==> config.mk <==
export PLATFORM = sky130hd
export DESIGN_NAME = gcd_top
export DESIGN_NICKNAME = d
export VERILOG_FILES = /design/src/include/gcd_pkg.sv /design/src/design/gcd_top.sv
export VERILOG_INCLUDE_DIRS = /design/src /design/src/include
export SDC_FILE = /design/constraint.sdc
export NUM_CORES = 2
export LEC_CHECK = 0
export BUFFER_PORTS_ARGS = -buffer_cell sky130_fd_sc_hd__buf_4
export CORE_MARGIN = 10
export CORE_UTILIZATION = 60
export CTS_CLUSTER_SIZE = 25
export DETAILED_ROUTE_END_ITERATION = 6
export PLACE_DENSITY = 0.79
export SYNTH_ARGS = -nofsm -noshare
export SYNTH_HDL_FRONTEND = slang
export SYNTH_SLANG_ARGS = --single-unit
==> constraint.sdc <==
create_clock -name clk -period 30.3 [get_ports clk]
set_clock_uncertainty 0.2 [all_clocks]
set_input_delay 6.06 -clock clk [delete_from_list [all_inputs] [get_ports clk]]
set_output_delay 6.06 -clock clk [all_outputs]
set_load 0.05 [all_outputs]
==> src/include/gcd_cfg.svh <==
`ifndef GCD_CFG_SVH
`define GCD_CFG_SVH
// --------------------------------------------------------------------------
// Register word indices (byte address is four times the index)
// --------------------------------------------------------------------------
`define GCD_IDX_RTA 10'h002
`define GCD_IDX_DV 10'h004
`define GCD_IDX_ICC 10'h00c
`define GCD_IDX_PACK 10'h028
`define GCD_IDX_GAUGE 10'h029
`define GCD_IDX_FILT 10'h02c
`define GCD_IDX_DCAP 10'h032
`define GCD_IDX_FULLINIT 10'h036
`define GCD_IDX_CCT 10'h037
`define GCD_IDX_CHGEFF 10'h054
`define GCD_IDX_GAIN 10'h0cb
`define GCD_IDX_DELTA 10'h0cd
`define GCD_IDX_CCOFF 10'h0d2
`define GCD_IDX_GNDOFF 10'h0d4
`define GCD_IDX_ADCOFF 10'h0d5
`define GCD_IDX_CAPALM 10'h060
`define GCD_IDX_SYNCPCT 10'h061
`define GCD_IDX_EDVF0 10'h062
`define GCD_IDX_EDVF1 10'h063
`define GCD_IDX_EDVF2 10'h064
`define GCD_IDX_REMCAP 10'h070
`define GCD_IDX_FULLCAP 10'h071
`define GCD_IDX_CYC 10'h072
`define GCD_IDX_FLAGS 10'h073
// --------------------------------------------------------------------------
// Reset values
// --------------------------------------------------------------------------
`define GCD_RST_HALF 16'h0000
`define GCD_RST_BYTE 8'h00
`define GCD_RST_CHGEFF 8'hff
`define GCD_RST_PCT 8'h64
`define GCD_RST_GAIN 16'h77a1
`define GCD_RST_DELTA 32'h0100_0000
// --------------------------------------------------------------------------
// Scale constants and status field positions
// --------------------------------------------------------------------------
`define GCD_PCT_DIV 24'd100
`define GCD_PWR_DIV 32'd10000
`define GCD_FILT_NV 9'd290
`define GCD_SOC_STEP 10'd100
`define GCD_POS_PEND 0
`define GCD_POS_OV 1
`define GCD_POS_EOD 2
`endif

==> src/include/gcd_pkg.sv <==
package gcd_pkg;
  // Pack options byte, bit 7 down to bit 0
  typedef struct packed {
    logic led_soc_select;
    logic [1:0] led_count_field;
    logic host_alarm_check_enable;
    logic charger_broadcast_check_enable;
    logic broadcast_disable;
    logic [1:0] series_cell_count;
  } gcd_pack_opt_type;
  // Gauge options byte, bit 7 down to bit 0
  typedef struct packed {
    logic fixed_lowest_threshold;
    logic termination_capacity_sync;
    logic charger_type_select;
    logic threshold_compensation_enable;
    logic discharge_end_source;
    logic overvoltage_source_select;
    logic midrange_correction_enable;
    logic one_time_midrange_correction;
  } gcd_gauge_opt_type;
  // Three end-of-discharge thresholds in mV
  typedef struct packed {
    logic [15:0] upper;
    logic [15:0] middle;
    logic [15:0] lowest_discharge_threshold;
  } gcd_edv_type;
  // Software-visible store
  typedef struct packed {
    logic [15:0] remaining_time_alarm_setting;
    logic [15:0] design_voltage_setting;
    logic [15:0] initial_cycle_count;
    gcd_pack_opt_type pack_options;
    gcd_gauge_opt_type gauge_options;
    logic [7:0] filter_threshold;
    logic [15:0] pack_design_capacity;
    logic [15:0] learned_capacity_initial;
    logic [15:0] cycle_increment_threshold;
    logic [7:0] charge_efficiency_code;
    logic [15:0] current_scale_gain;
    logic [31:0] counter_gain_factor;
    logic [15:0] counter_offset;
    logic [7:0] ground_reference_offset;
    logic [7:0] converter_offset;
    logic [15:0] capacity_alarm_setting;
    logic [7:0] sync_percent;
    gcd_edv_type fixed_edv;
  } gcd_cfg_type;
  // Whole state of the block
  typedef struct packed {
    gcd_cfg_type cfg;
    logic [15:0] remaining_capacity;
    logic [15:0] learned_full_capacity;
    logic [15:0] cycle_count;
    logic [15:0] discharge_acc;
    logic one_time_pending;
    logic [4:0] led_on;
    gcd_edv_type edv;
    logic [15:0] eod_voltage;
    logic eod_reached;
    logic ov_trip;
    logic [15:0] design_capacity_report;
    logic [15:0] charge_mah;
    logic [16:0] filter_threshold_voltage;
    logic [31:0] prdata;
  } gcd_state_type;
endpackage

==> src/design/gcd_top.sv <==
// Chosen here: the APB register port.
`timescale 1ns/10ps
`include "gcd_cfg.svh"
// Operation
// LEDs follow absolute charge when select is 0, relative charge when 1.
// LED count 00/11 five, 01 three, 10 four segments.
// Host alarm check bit adds a check byte to alarm messages.
// Charger check bit adds a check byte to charger broadcasts.
// Broadcast disable bit stops all master broadcasts; clear enables both.
// Battery-mode writes cannot re-enable broadcasts while disable is set.
// Cell code 11 four, 10 three, 01 two series cells.
// Fixed lowest threshold holds it; upper two never fall below it.
// Capacity sync loads remaining capacity with percent of full at termination.
// Charger type bit picks independent (1) or smart (0) learning.
// Compensation on uses computed thresholds, off uses stored ones.
// End of discharge judged on pack voltage (1) or lowest cell (0).
// Overvoltage source bit chooses pack or highest cell voltage.
// At 0 compare pack voltage, at 1 highest cell times count.
// Midrange bit requests continuous voltage correction of remaining capacity.
// One-time bit requests one midrange correction after each reset.
// Offsets are rewritten from measurement when sleep is entered.
// Converter result scaled by resistor gain, corrected by 32-bit gain.
// Filter threshold voltage is stored value times 290 nV.
// Design capacity reported as stored, or times voltage in 10 mWh.
// Full capacity starts at stored initial value, updated after learning.
// Time alarm and capacity alarm settings feed commands 0x01 and 0x02.
// Cycle count increments whenever discharge reaches the threshold. Here a zero threshold never increments it.
// Efficiency code applied to all charge added, as (code+1)/256.
// Programmer should set initial cycle count to zero.
// Cell count code 00 is reserved, reported as zero cells.
module gcd_top
  import gcd_pkg::*;
(
  input wire logic clk,
  input wire logic rst,
  input wire logic psel,
  input wire logic penable,
  input wire logic pwrite,
  input wire logic [11:0] paddr,
  input wire logic [31:0] pwdata,
  output logic [31:0] prdata,
  output logic pready,
  output logic pslverr,
  input wire logic [6:0] abs_soc,
  input wire logic [6:0] rel_soc,
  input wire logic [15:0] conv_result,
  input wire logic conv_valid,
  input wire logic conv_charging,
  input wire logic charge_term,
  input wire logic learn_done,
  input wire logic [15:0] learned_capacity,
  input wire logic sleep_entry,
  input wire logic [15:0] meas_counter_offset,
  input wire logic [7:0] meas_ground_offset,
  input wire logic [7:0] meas_converter_offset,
  input wire gcd_edv_type comp_edv,
  input wire logic [15:0] pack_voltage,
  input wire logic [15:0] min_cell_voltage,
  input wire logic [15:0] max_cell_voltage,
  input wire logic [15:0] ov_limit,
  input wire logic power_mode,
  input wire logic mode_broadcast_on,
  input wire logic midrange_done,
  output logic [4:0] led_on,
  output logic host_alarm_pec,
  output logic charger_pec,
  output logic broadcast_en,
  output logic [2:0] cell_count,
  output logic charger_type_select,
  output gcd_edv_type edv,
  output logic [15:0] eod_voltage,
  output logic eod_reached,
  output logic ov_trip,
  output logic midrange_req,
  output logic [15:0] remaining_capacity,
  output logic [15:0] learned_full_capacity,
  output logic [15:0] cycle_count,
  output logic [15:0] design_capacity_report,
  output logic [15:0] time_alarm,
  output logic [15:0] capacity_alarm,
  output logic [15:0] charge_mah,
  output logic [16:0] filter_threshold_voltage
);
  gcd_state_type st_q;
  gcd_state_type st_d;
  gcd_pack_opt_type po;
  gcd_gauge_opt_type go;
  logic [9:0] idx;
  logic hit;
  logic [31:0] rdata;
  logic [2:0] n_seg;
  logic [9:0] soc_n;
  logic [4:0] led_next;

  assign po = st_q.cfg.pack_options;
  assign go = st_q.cfg.gauge_options;
  assign idx = paddr[11:2];

  // --------------------------------------------------------------------------
  // Display decode
  // --------------------------------------------------------------------------
  // Segment count and chosen charge figure
  always_comb begin
    unique case (po.led_count_field)
      2'b01: n_seg = 3'd3;
      2'b10: n_seg = 3'd4;
      2'b00, 2'b11: n_seg = 3'd5;
    endcase
    soc_n = 10'(po.led_soc_select ? rel_soc : abs_soc) * 10'(n_seg);
  end

  // Segment i lights once charge passes i steps of 100/n
  genvar gi;
  generate
    for (gi = 0; gi < 5; gi++) begin : g_seg
      assign led_next[gi] = (3'(gi) < n_seg) && (soc_n > 10'(gi) * `GCD_SOC_STEP);
    end
  endgenerate

  // --------------------------------------------------------------------------
  // Register map read mux
  // --------------------------------------------------------------------------
  always_comb begin
    hit = 1'b1;
    rdata = 32'h0000_0000;
    unique case (idx)
      `GCD_IDX_RTA: rdata = {16'h0000, st_q.cfg.remaining_time_alarm_setting};
      `GCD_IDX_DV: rdata = {16'h0000, st_q.cfg.design_voltage_setting};
      `GCD_IDX_ICC: rdata = {16'h0000, st_q.cfg.initial_cycle_count};
      `GCD_IDX_PACK: rdata = {24'h00_0000, st_q.cfg.pack_options};
      `GCD_IDX_GAUGE: rdata = {24'h00_0000, st_q.cfg.gauge_options};
      `GCD_IDX_FILT: rdata = {24'h00_0000, st_q.cfg.filter_threshold};
      `GCD_IDX_DCAP: rdata = {16'h0000, st_q.cfg.pack_design_capacity};
      `GCD_IDX_FULLINIT: rdata = {16'h0000, st_q.cfg.learned_capacity_initial};
      `GCD_IDX_CCT: rdata = {16'h0000, st_q.cfg.cycle_increment_threshold};
      `GCD_IDX_CHGEFF: rdata = {24'h00_0000, st_q.cfg.charge_efficiency_code};
      `GCD_IDX_GAIN: rdata = {16'h0000, st_q.cfg.current_scale_gain};
      `GCD_IDX_DELTA: rdata = st_q.cfg.counter_gain_factor;
      `GCD_IDX_CCOFF: rdata = {16'h0000, st_q.cfg.counter_offset};
      `GCD_IDX_GNDOFF: rdata = {24'h00_0000, st_q.cfg.ground_reference_offset};
      `GCD_IDX_ADCOFF: rdata = {24'h00_0000, st_q.cfg.converter_offset};
      `GCD_IDX_CAPALM: rdata = {16'h0000, st_q.cfg.capacity_alarm_setting};
      `GCD_IDX_SYNCPCT: rdata = {24'h00_0000, st_q.cfg.sync_percent};
      `GCD_IDX_EDVF0: rdata = {16'h0000, st_q.cfg.fixed_edv.lowest_discharge_threshold};
      `GCD_IDX_EDVF1: rdata = {16'h0000, st_q.cfg.fixed_edv.middle};
      `GCD_IDX_EDVF2: rdata = {16'h0000, st_q.cfg.fixed_edv.upper};
      `GCD_IDX_REMCAP: rdata = {16'h0000, st_q.remaining_capacity};
      `GCD_IDX_FULLCAP: rdata = {16'h0000, st_q.learned_full_capacity};
      `GCD_IDX_CYC: rdata = {16'h0000, st_q.cycle_count};
      `GCD_IDX_FLAGS: begin
        rdata[`GCD_POS_PEND] = st_q.one_time_pending;
        rdata[`GCD_POS_OV] = st_q.ov_trip;
        rdata[`GCD_POS_EOD] = st_q.eod_reached;
      end
      default: hit = 1'b0;
    endcase
  end

  // --------------------------------------------------------------------------
  // Next state
  // --------------------------------------------------------------------------
  // Bus writes first, then hardware events so that they win a collision
  always_comb begin
    logic wr;
    logic [31:0] sc1;
    logic [47:0] sc2;
    logic [24:0] added;
    logic [16:0] rsum;
    logic [16:0] dsum;
    logic [23:0] tgt;
    logic [31:0] pw;
    logic [18:0] ovv;
    gcd_edv_type pick;
    wr = 1'b0;
    sc1 = 32'h0;
    sc2 = 48'h0;
    added = 25'h0;
    rsum = 17'h0;
    dsum = 17'h0;
    tgt = 24'h0;
    pw = 32'h0;
    ovv = 19'h0;
    pick = comp_edv;
    st_d = st_q;
    wr = psel && penable && pwrite && hit;
    // Read data is latched in the setup phase and held through access
    if (psel && !penable) begin
      st_d.prdata = rdata;
    end
    if (wr) begin
      unique case (idx)
        `GCD_IDX_RTA: st_d.cfg.remaining_time_alarm_setting = pwdata[15:0];
        `GCD_IDX_DV: st_d.cfg.design_voltage_setting = pwdata[15:0];
        `GCD_IDX_ICC: begin
          st_d.cfg.initial_cycle_count = pwdata[15:0];
          st_d.cycle_count = pwdata[15:0];
        end
        `GCD_IDX_PACK: st_d.cfg.pack_options = pwdata[7:0];
        `GCD_IDX_GAUGE: st_d.cfg.gauge_options = pwdata[7:0];
        `GCD_IDX_FILT: st_d.cfg.filter_threshold = pwdata[7:0];
        `GCD_IDX_DCAP: st_d.cfg.pack_design_capacity = pwdata[15:0];
        `GCD_IDX_FULLINIT: begin
          st_d.cfg.learned_capacity_initial = pwdata[15:0];
          st_d.learned_full_capacity = pwdata[15:0];
        end
        `GCD_IDX_CCT: st_d.cfg.cycle_increment_threshold = pwdata[15:0];
        `GCD_IDX_CHGEFF: st_d.cfg.charge_efficiency_code = pwdata[7:0];
        `GCD_IDX_GAIN: st_d.cfg.current_scale_gain = pwdata[15:0];
        `GCD_IDX_DELTA: st_d.cfg.counter_gain_factor = pwdata;
        `GCD_IDX_CCOFF: st_d.cfg.counter_offset = pwdata[15:0];
        `GCD_IDX_GNDOFF: st_d.cfg.ground_reference_offset = pwdata[7:0];
        `GCD_IDX_ADCOFF: st_d.cfg.converter_offset = pwdata[7:0];
        `GCD_IDX_CAPALM: st_d.cfg.capacity_alarm_setting = pwdata[15:0];
        `GCD_IDX_SYNCPCT: st_d.cfg.sync_percent = pwdata[7:0];
        `GCD_IDX_EDVF0: st_d.cfg.fixed_edv.lowest_discharge_threshold = pwdata[15:0];
        `GCD_IDX_EDVF1: st_d.cfg.fixed_edv.middle = pwdata[15:0];
        `GCD_IDX_EDVF2: st_d.cfg.fixed_edv.upper = pwdata[15:0];
        default: ; // Status words ignore writes
      endcase
    end
    // Calibration refresh before sleep overrides a colliding bus write
    if (sleep_entry) begin
      st_d.cfg.counter_offset = meas_counter_offset;
      st_d.cfg.ground_reference_offset = meas_ground_offset;
      st_d.cfg.converter_offset = meas_converter_offset;
    end
    // Conversion to mAh: gain is 2^-16 scaled, gain factor unity at 2^24
    sc1 = 32'(conv_result) * 32'(st_q.cfg.current_scale_gain);
    sc2 = 48'(sc1[31:16]) * 48'(st_q.cfg.counter_gain_factor);
    if (conv_valid) begin
      st_d.charge_mah = sc2[39:24];
      if (conv_charging) begin
        added = 25'(sc2[39:24]) * 25'({1'b0, st_q.cfg.charge_efficiency_code} + 9'd1);
        rsum = 17'(st_q.remaining_capacity) + 17'(added[23:8]);
        // Charge counting saturates at the learned full capacity
        if (rsum > 17'(st_q.learned_full_capacity)) begin
          st_d.remaining_capacity = st_q.learned_full_capacity;
        end else begin
          st_d.remaining_capacity = rsum[15:0];
        end
      end else begin
        if (sc2[39:24] > st_q.remaining_capacity) begin
          st_d.remaining_capacity = 16'h0000;
        end else begin
          st_d.remaining_capacity = st_q.remaining_capacity - sc2[39:24];
        end
        dsum = 17'(st_q.discharge_acc) + 17'(sc2[39:24]);
        // A zero threshold would count every conversion, so it disables cycles
        if (st_q.cfg.cycle_increment_threshold != 16'h0000 &&
            dsum >= 17'(st_q.cfg.cycle_increment_threshold)) begin
          st_d.cycle_count = st_q.cycle_count + 16'h0001;
          dsum = dsum - 17'(st_q.cfg.cycle_increment_threshold);
        end
        st_d.discharge_acc = dsum[15:0];
      end
    end
    // Termination sync takes priority over counting in the same cycle
    if (charge_term && go.termination_capacity_sync) begin
      tgt = 24'(st_q.learned_full_capacity) * 24'(st_q.cfg.sync_percent);
      tgt = tgt / `GCD_PCT_DIV;
      st_d.remaining_capacity = tgt[15:0];
    end
    if (learn_done) begin
      st_d.learned_full_capacity = learned_capacity;
    end
    // One-time correction request rearms at every reset
    if (midrange_done) begin
      st_d.one_time_pending = 1'b0;
    end
    // Threshold selection
    if (!go.threshold_compensation_enable) begin
      pick = st_q.cfg.fixed_edv;
    end
    if (go.fixed_lowest_threshold) begin
      pick.lowest_discharge_threshold = st_q.cfg.fixed_edv.lowest_discharge_threshold;
      if (pick.middle < pick.lowest_discharge_threshold) begin
        pick.middle = pick.lowest_discharge_threshold;
      end
      if (pick.upper < pick.lowest_discharge_threshold) begin
        pick.upper = pick.lowest_discharge_threshold;
      end
    end
    st_d.edv = pick;
    st_d.eod_voltage = go.discharge_end_source ? pack_voltage : min_cell_voltage;
    st_d.eod_reached = st_d.eod_voltage < pick.lowest_discharge_threshold;
    ovv = 19'(max_cell_voltage) * 19'(cell_count);
    st_d.ov_trip = go.overvoltage_source_select ? (ovv > 19'(ov_limit)) :
                   (pack_voltage > ov_limit);
    pw = 32'(st_q.cfg.pack_design_capacity) * 32'(st_q.cfg.design_voltage_setting);
    pw = pw / `GCD_PWR_DIV;
    st_d.design_capacity_report = power_mode ? pw[15:0] : st_q.cfg.pack_design_capacity;
    st_d.filter_threshold_voltage = 17'(st_q.cfg.filter_threshold) * 17'(`GCD_FILT_NV);
    st_d.led_on = led_next;
  end

  // Register the whole state
  always_ff @(posedge clk or posedge rst) begin
    if (rst) begin
      st_q <= '0;
      st_q.cfg.charge_efficiency_code <= `GCD_RST_CHGEFF;
      st_q.cfg.sync_percent <= `GCD_RST_PCT;
      st_q.cfg.current_scale_gain <= `GCD_RST_GAIN;
      st_q.cfg.counter_gain_factor <= `GCD_RST_DELTA;
      st_q.cfg.initial_cycle_count <= `GCD_RST_HALF;
      st_q.cfg.filter_threshold <= `GCD_RST_BYTE;
      st_q.one_time_pending <= 1'b1;
    end else begin
      st_q <= st_d;
    end
  end

  // --------------------------------------------------------------------------
  // Outputs
  // --------------------------------------------------------------------------
  // Zero wait states; unmapped words answer with an error
  assign pready = 1'b1;
  assign pslverr = psel && penable && !hit;
  assign prdata = st_q.prdata;
  assign led_on = st_q.led_on;
  assign host_alarm_pec = st_q.cfg.pack_options.host_alarm_check_enable;
  assign charger_pec = st_q.cfg.pack_options.charger_broadcast_check_enable;
  // Disable dominates so mode writes cannot bring broadcasts back
  assign broadcast_en = !st_q.cfg.pack_options.broadcast_disable && mode_broadcast_on;
  assign charger_type_select = st_q.cfg.gauge_options.charger_type_select;
  assign edv = st_q.edv;
  assign eod_voltage = st_q.eod_voltage;
  assign eod_reached = st_q.eod_reached;
  assign ov_trip = st_q.ov_trip;
  assign midrange_req = go.midrange_correction_enable ||
                        (go.one_time_midrange_correction && st_q.one_time_pending);
  assign remaining_capacity = st_q.remaining_capacity;
  assign learned_full_capacity = st_q.learned_full_capacity;
  assign cycle_count = st_q.cycle_count;
  assign design_capacity_report = st_q.design_capacity_report;
  assign time_alarm = st_q.cfg.remaining_time_alarm_setting;
  assign capacity_alarm = st_q.cfg.capacity_alarm_setting;
  assign charge_mah = st_q.charge_mah;
  assign filter_threshold_voltage = st_q.filter_threshold_voltage;

  // Cell count decode; code 00 reports zero cells
  always_comb begin
    unique case (st_q.cfg.pack_options.series_cell_count)
      2'b11: cell_count = 3'd4;
      2'b10: cell_count = 3'd3;
      2'b01: cell_count = 3'd2;
      2'b00: cell_count = 3'd0;
    endcase
  end
endmodule

==> flow_summary_export.csv <==
group,metric,value,unit
status,outcome,"finished, violations left",
status,violations,"design-rule violations",
layout,fillCellCount,10600,
timing,finalMaxSlewViolations,0,
clock_tree,clockRootBuffer,"clkbuf_16",
setup_path,max_stage_delay,0.56,ns
synthesis,yosys_warnings,0,
setup_path,start_kind,"input port",
timing,worstMarginPinSlew,1.32,ns
layout,layout-drive-gt1-share,14.0,%
flow_run,cap_violations,0,
drt,routed_wl,254000,um
clock_tree,clk_pin_slew_worst_paths,0.07,ns
floorplanning,coreArea,130000,um2
setup_path,worstSetupEndpointType,"register",
layout,finalInstanceArea,84300,um2
layout,largest_reg_flops,249,
clock_tree,tritoncts,"built",
global_routing,grt_start_max_net_pins,159,
global_routing,grt_pass1_wl,394000,um
global_routing,grt_pass1_vias,69200,
clock_tree,htreeDepth,2,
clock_tree,hold_buffers,0,
timing,period_minus_slack,28.80,ns
timing,max_freq,34.7,MHz
timing,whs,0.268,ns
placed_design,place_ws,0.0567,ns
power_and_ir_drop,power.total,1.88,mW
setup_path,critical-path-top-delay-family,"adder cells",
synthesis,synth-seq-area-share,15.8,%
power_and_ir_drop,power.leakage,42.8,nW
drt,drtPass1Iterations,7,
drt,drt-initial-drc-count,6812,
global_routing,grt_usage,34.1,%
setup_path,crit_path_max_fanout,21,
timing,hold_viol_final,0,
setup_path,cp_slowest_cell,"fa_1",
global_routing,antenna_found_initial,24,
synthesis,synthArstFlopShare,100,%
setup_path,worst-path-buf-inv,7,
hold_path,hold_class,"reg2reg",
timing,fin_crit_sh,95.0,%
setup_path,crit_type,"in2reg",
floorplanning,die_area,146000,um2
synthesis,syn_area_per_cell,8.83,um2
floorplanning,die_h,382,um
clock_tree,clock_sinks,496,
synthesis,synth_cell_types,149,
power_and_ir_drop,power.density,22.3,nW/um2
drt,drc_errors,17,
synthesis,synthCells,8924,
clock_tree,cts_buffer_depth,3,
clock_tree,clk_latency,0.73,ns
placed_design,io_buffers,484,
floorplanning,placementRows,132,
floorplanning,ios,489,
layout,area_delta_synth_final,7.00,%
timing,fin_tns_setup,0,ns
layout,final_nets,10700,
synthesis,synth_area,78800,um2
placed_design,placed_area,82200,um2
clock_tree,cts_buffers,57,
synthesis,synthFlopType,"dfrtp_1",
setup_path,crit_path_frequent_cell,"fa_1",
synthesis,synth-edff-count,0,
layout,regMostFlops,"st_q",
power_and_ir_drop,peakVddDrop,0.0585,mV
timing,fin_ws,1.50,ns
setup_path,cp.required,30.62,ns
global_routing,grt-ovfl-total,0,
drt,ant_nets,0,
timing,setup_viol,0,
drt,via_count,67500,
synthesis,ys_ff_latch,496,
timing,slew_headroom,11.8,%
floorplanning,die_w,382,um
drt,via_per_inst,6.29,
setup_path,crit_arrival,29.12,ns
placed_design,dpl.hpwl,196000,um
drt,routedWlPerCell,23.7,um
placed_design,gp_congestion,1.01,
floorplanning,start_util,60.6,%
[path summary, 6_finish.rpt]
path / from / depth (start not counted) / end / slack, ns
max: conv_result[1] / 103 / remaining_capacity[0] / 1.50
min in group asynchronous: rst / 2 / eod_voltage[6] / 5.24
min reg2reg: prdata[18] / 2 / prdata[18] / 0.27
max reg2reg: st_q[415] / 70 / design_capacity_report[0] / 5.91
max in group asynchronous: rst / 5 / st_q[341] / 21.55
min: prdata[18] / 2 / prdata[18] / 0.27
[final cells by class]
class                      instances  area (um2)  share of cell area [%]
antenna                           17        42.5                  0.0505
tap                             1742        2180                    2.59
inverter                        1213        4560                    5.41
timing repair buffer             606        4570                    5.43
clock buffer                      78        1610                    1.90
sequential                       496       12400                    14.8
clock inverter                    29         392                   0.465
multi-input combinational       6552       58500                    69.4
[routing by layer]
metal | part of all wire (%) | global-route usage [%] | vias to the layer above
met5 | 0.072 | 0.529 | -
met4 | 5.6 | 15.7 | 18
met3 | 13 | 12.9 | 872
met2 | 45 | 54.4 | 3789
met1 | 36 | 40.6 | 33600
li1 | - | - | 29200
[through the flow]
stage	cells	util (%)
after floorplan	8925	-
after global placement	10600	63.2
after detailed placement	10600	63.2
after CTS	10700	64.7
after global routing	10700	64.8
final	10700	64.9
[synthesized netlist by cell type, drive strengths merged, types with 29 or more instances]
cell type	n	area (um2)
a31oi	50	344
nand4	66	428
a21o	101	767
nor3	122	696
nand2b	69	442
a221oi	41	359
or3	35	239
o21ai	352	1780
dfrtp	474	11900
nor4	39	272
a22oi	77	602
nor2	341	1310
inv	1213	4550
ha	596	7460
a222oi	34	340
o21a	47	353
clkbuf	368	1400
o21bai	55	413
and3	29	191
mux2	315	3560
a21oi	318	1660
nor2b	53	332
and2	458	2870
nand3	130	663
xor2	100	891
a211oi	53	465
xnor2	206	1870
mux2i	105	1080
fa	980	19600
o211ai	64	531
nand2	1304	4900
buf	295	2120
[power breakdown]
group / internal (mW) / switching (mW) / leakage, nW / total [mW]
clock network: 0.420 / 0.337 / 0.966 / 0.757
logic: 0.142 / 0.248 / 35.4 / 0.390
registers: 0.681 / 0.0531 / 6.38 / 0.734
[tightest hold or removal path, stage by stage, from the launching register on]
cell and delay [ns]:
dfrtp_1 0.34, nand2_1 0.05, nand2_1 0.05
[layout by cell type (no fill, tap or decap), types with 47 or more instances in the layout]
master and count:
nand2_1 1300, nand3_1 129, a21oi_1 301, o211ai_1 54
a21o_1 99, nor2_1 321, a22oi_1 74, nand2b_1 66
nor3_1 106, mux2_2 309, mux2i_1 103, fa_1 980
ha_1 596, buf_4 604, xnor2_1 192, o21bai_1 55
and2_1 454, nor2b_1 51, clkbuf_16 57, xor2_1 97
o21ai_0 303, nand4_1 65, inv_1 1212, o21a_1 47
dfrtp_1 474
[repair_timing]
item	in CTS	in global routing
endpoints found under the setup margin	0	16
setup buffers	0	2
resized for setup	0	35
[kinds of logic (layout without fill, tap and decap cells)]
family                   after synthesis  count (layout)  synth area share (%)
buffers and inverters               1877            1926                  10.3
flip-flops                           496             496                  15.8
other                                  2              20               0.00953
AND/OR/NAND/NOR                     2735            2735                  16.6
AO/OA/AOI/OAI                       1497            1497                  13.3
XOR/XNOR                             306             306                  3.51
adder cells (fa/ha/maj)             1585            1585                  34.5
multiplexers                         426             426                  6.06
Power figures use the tool's default switching activity.
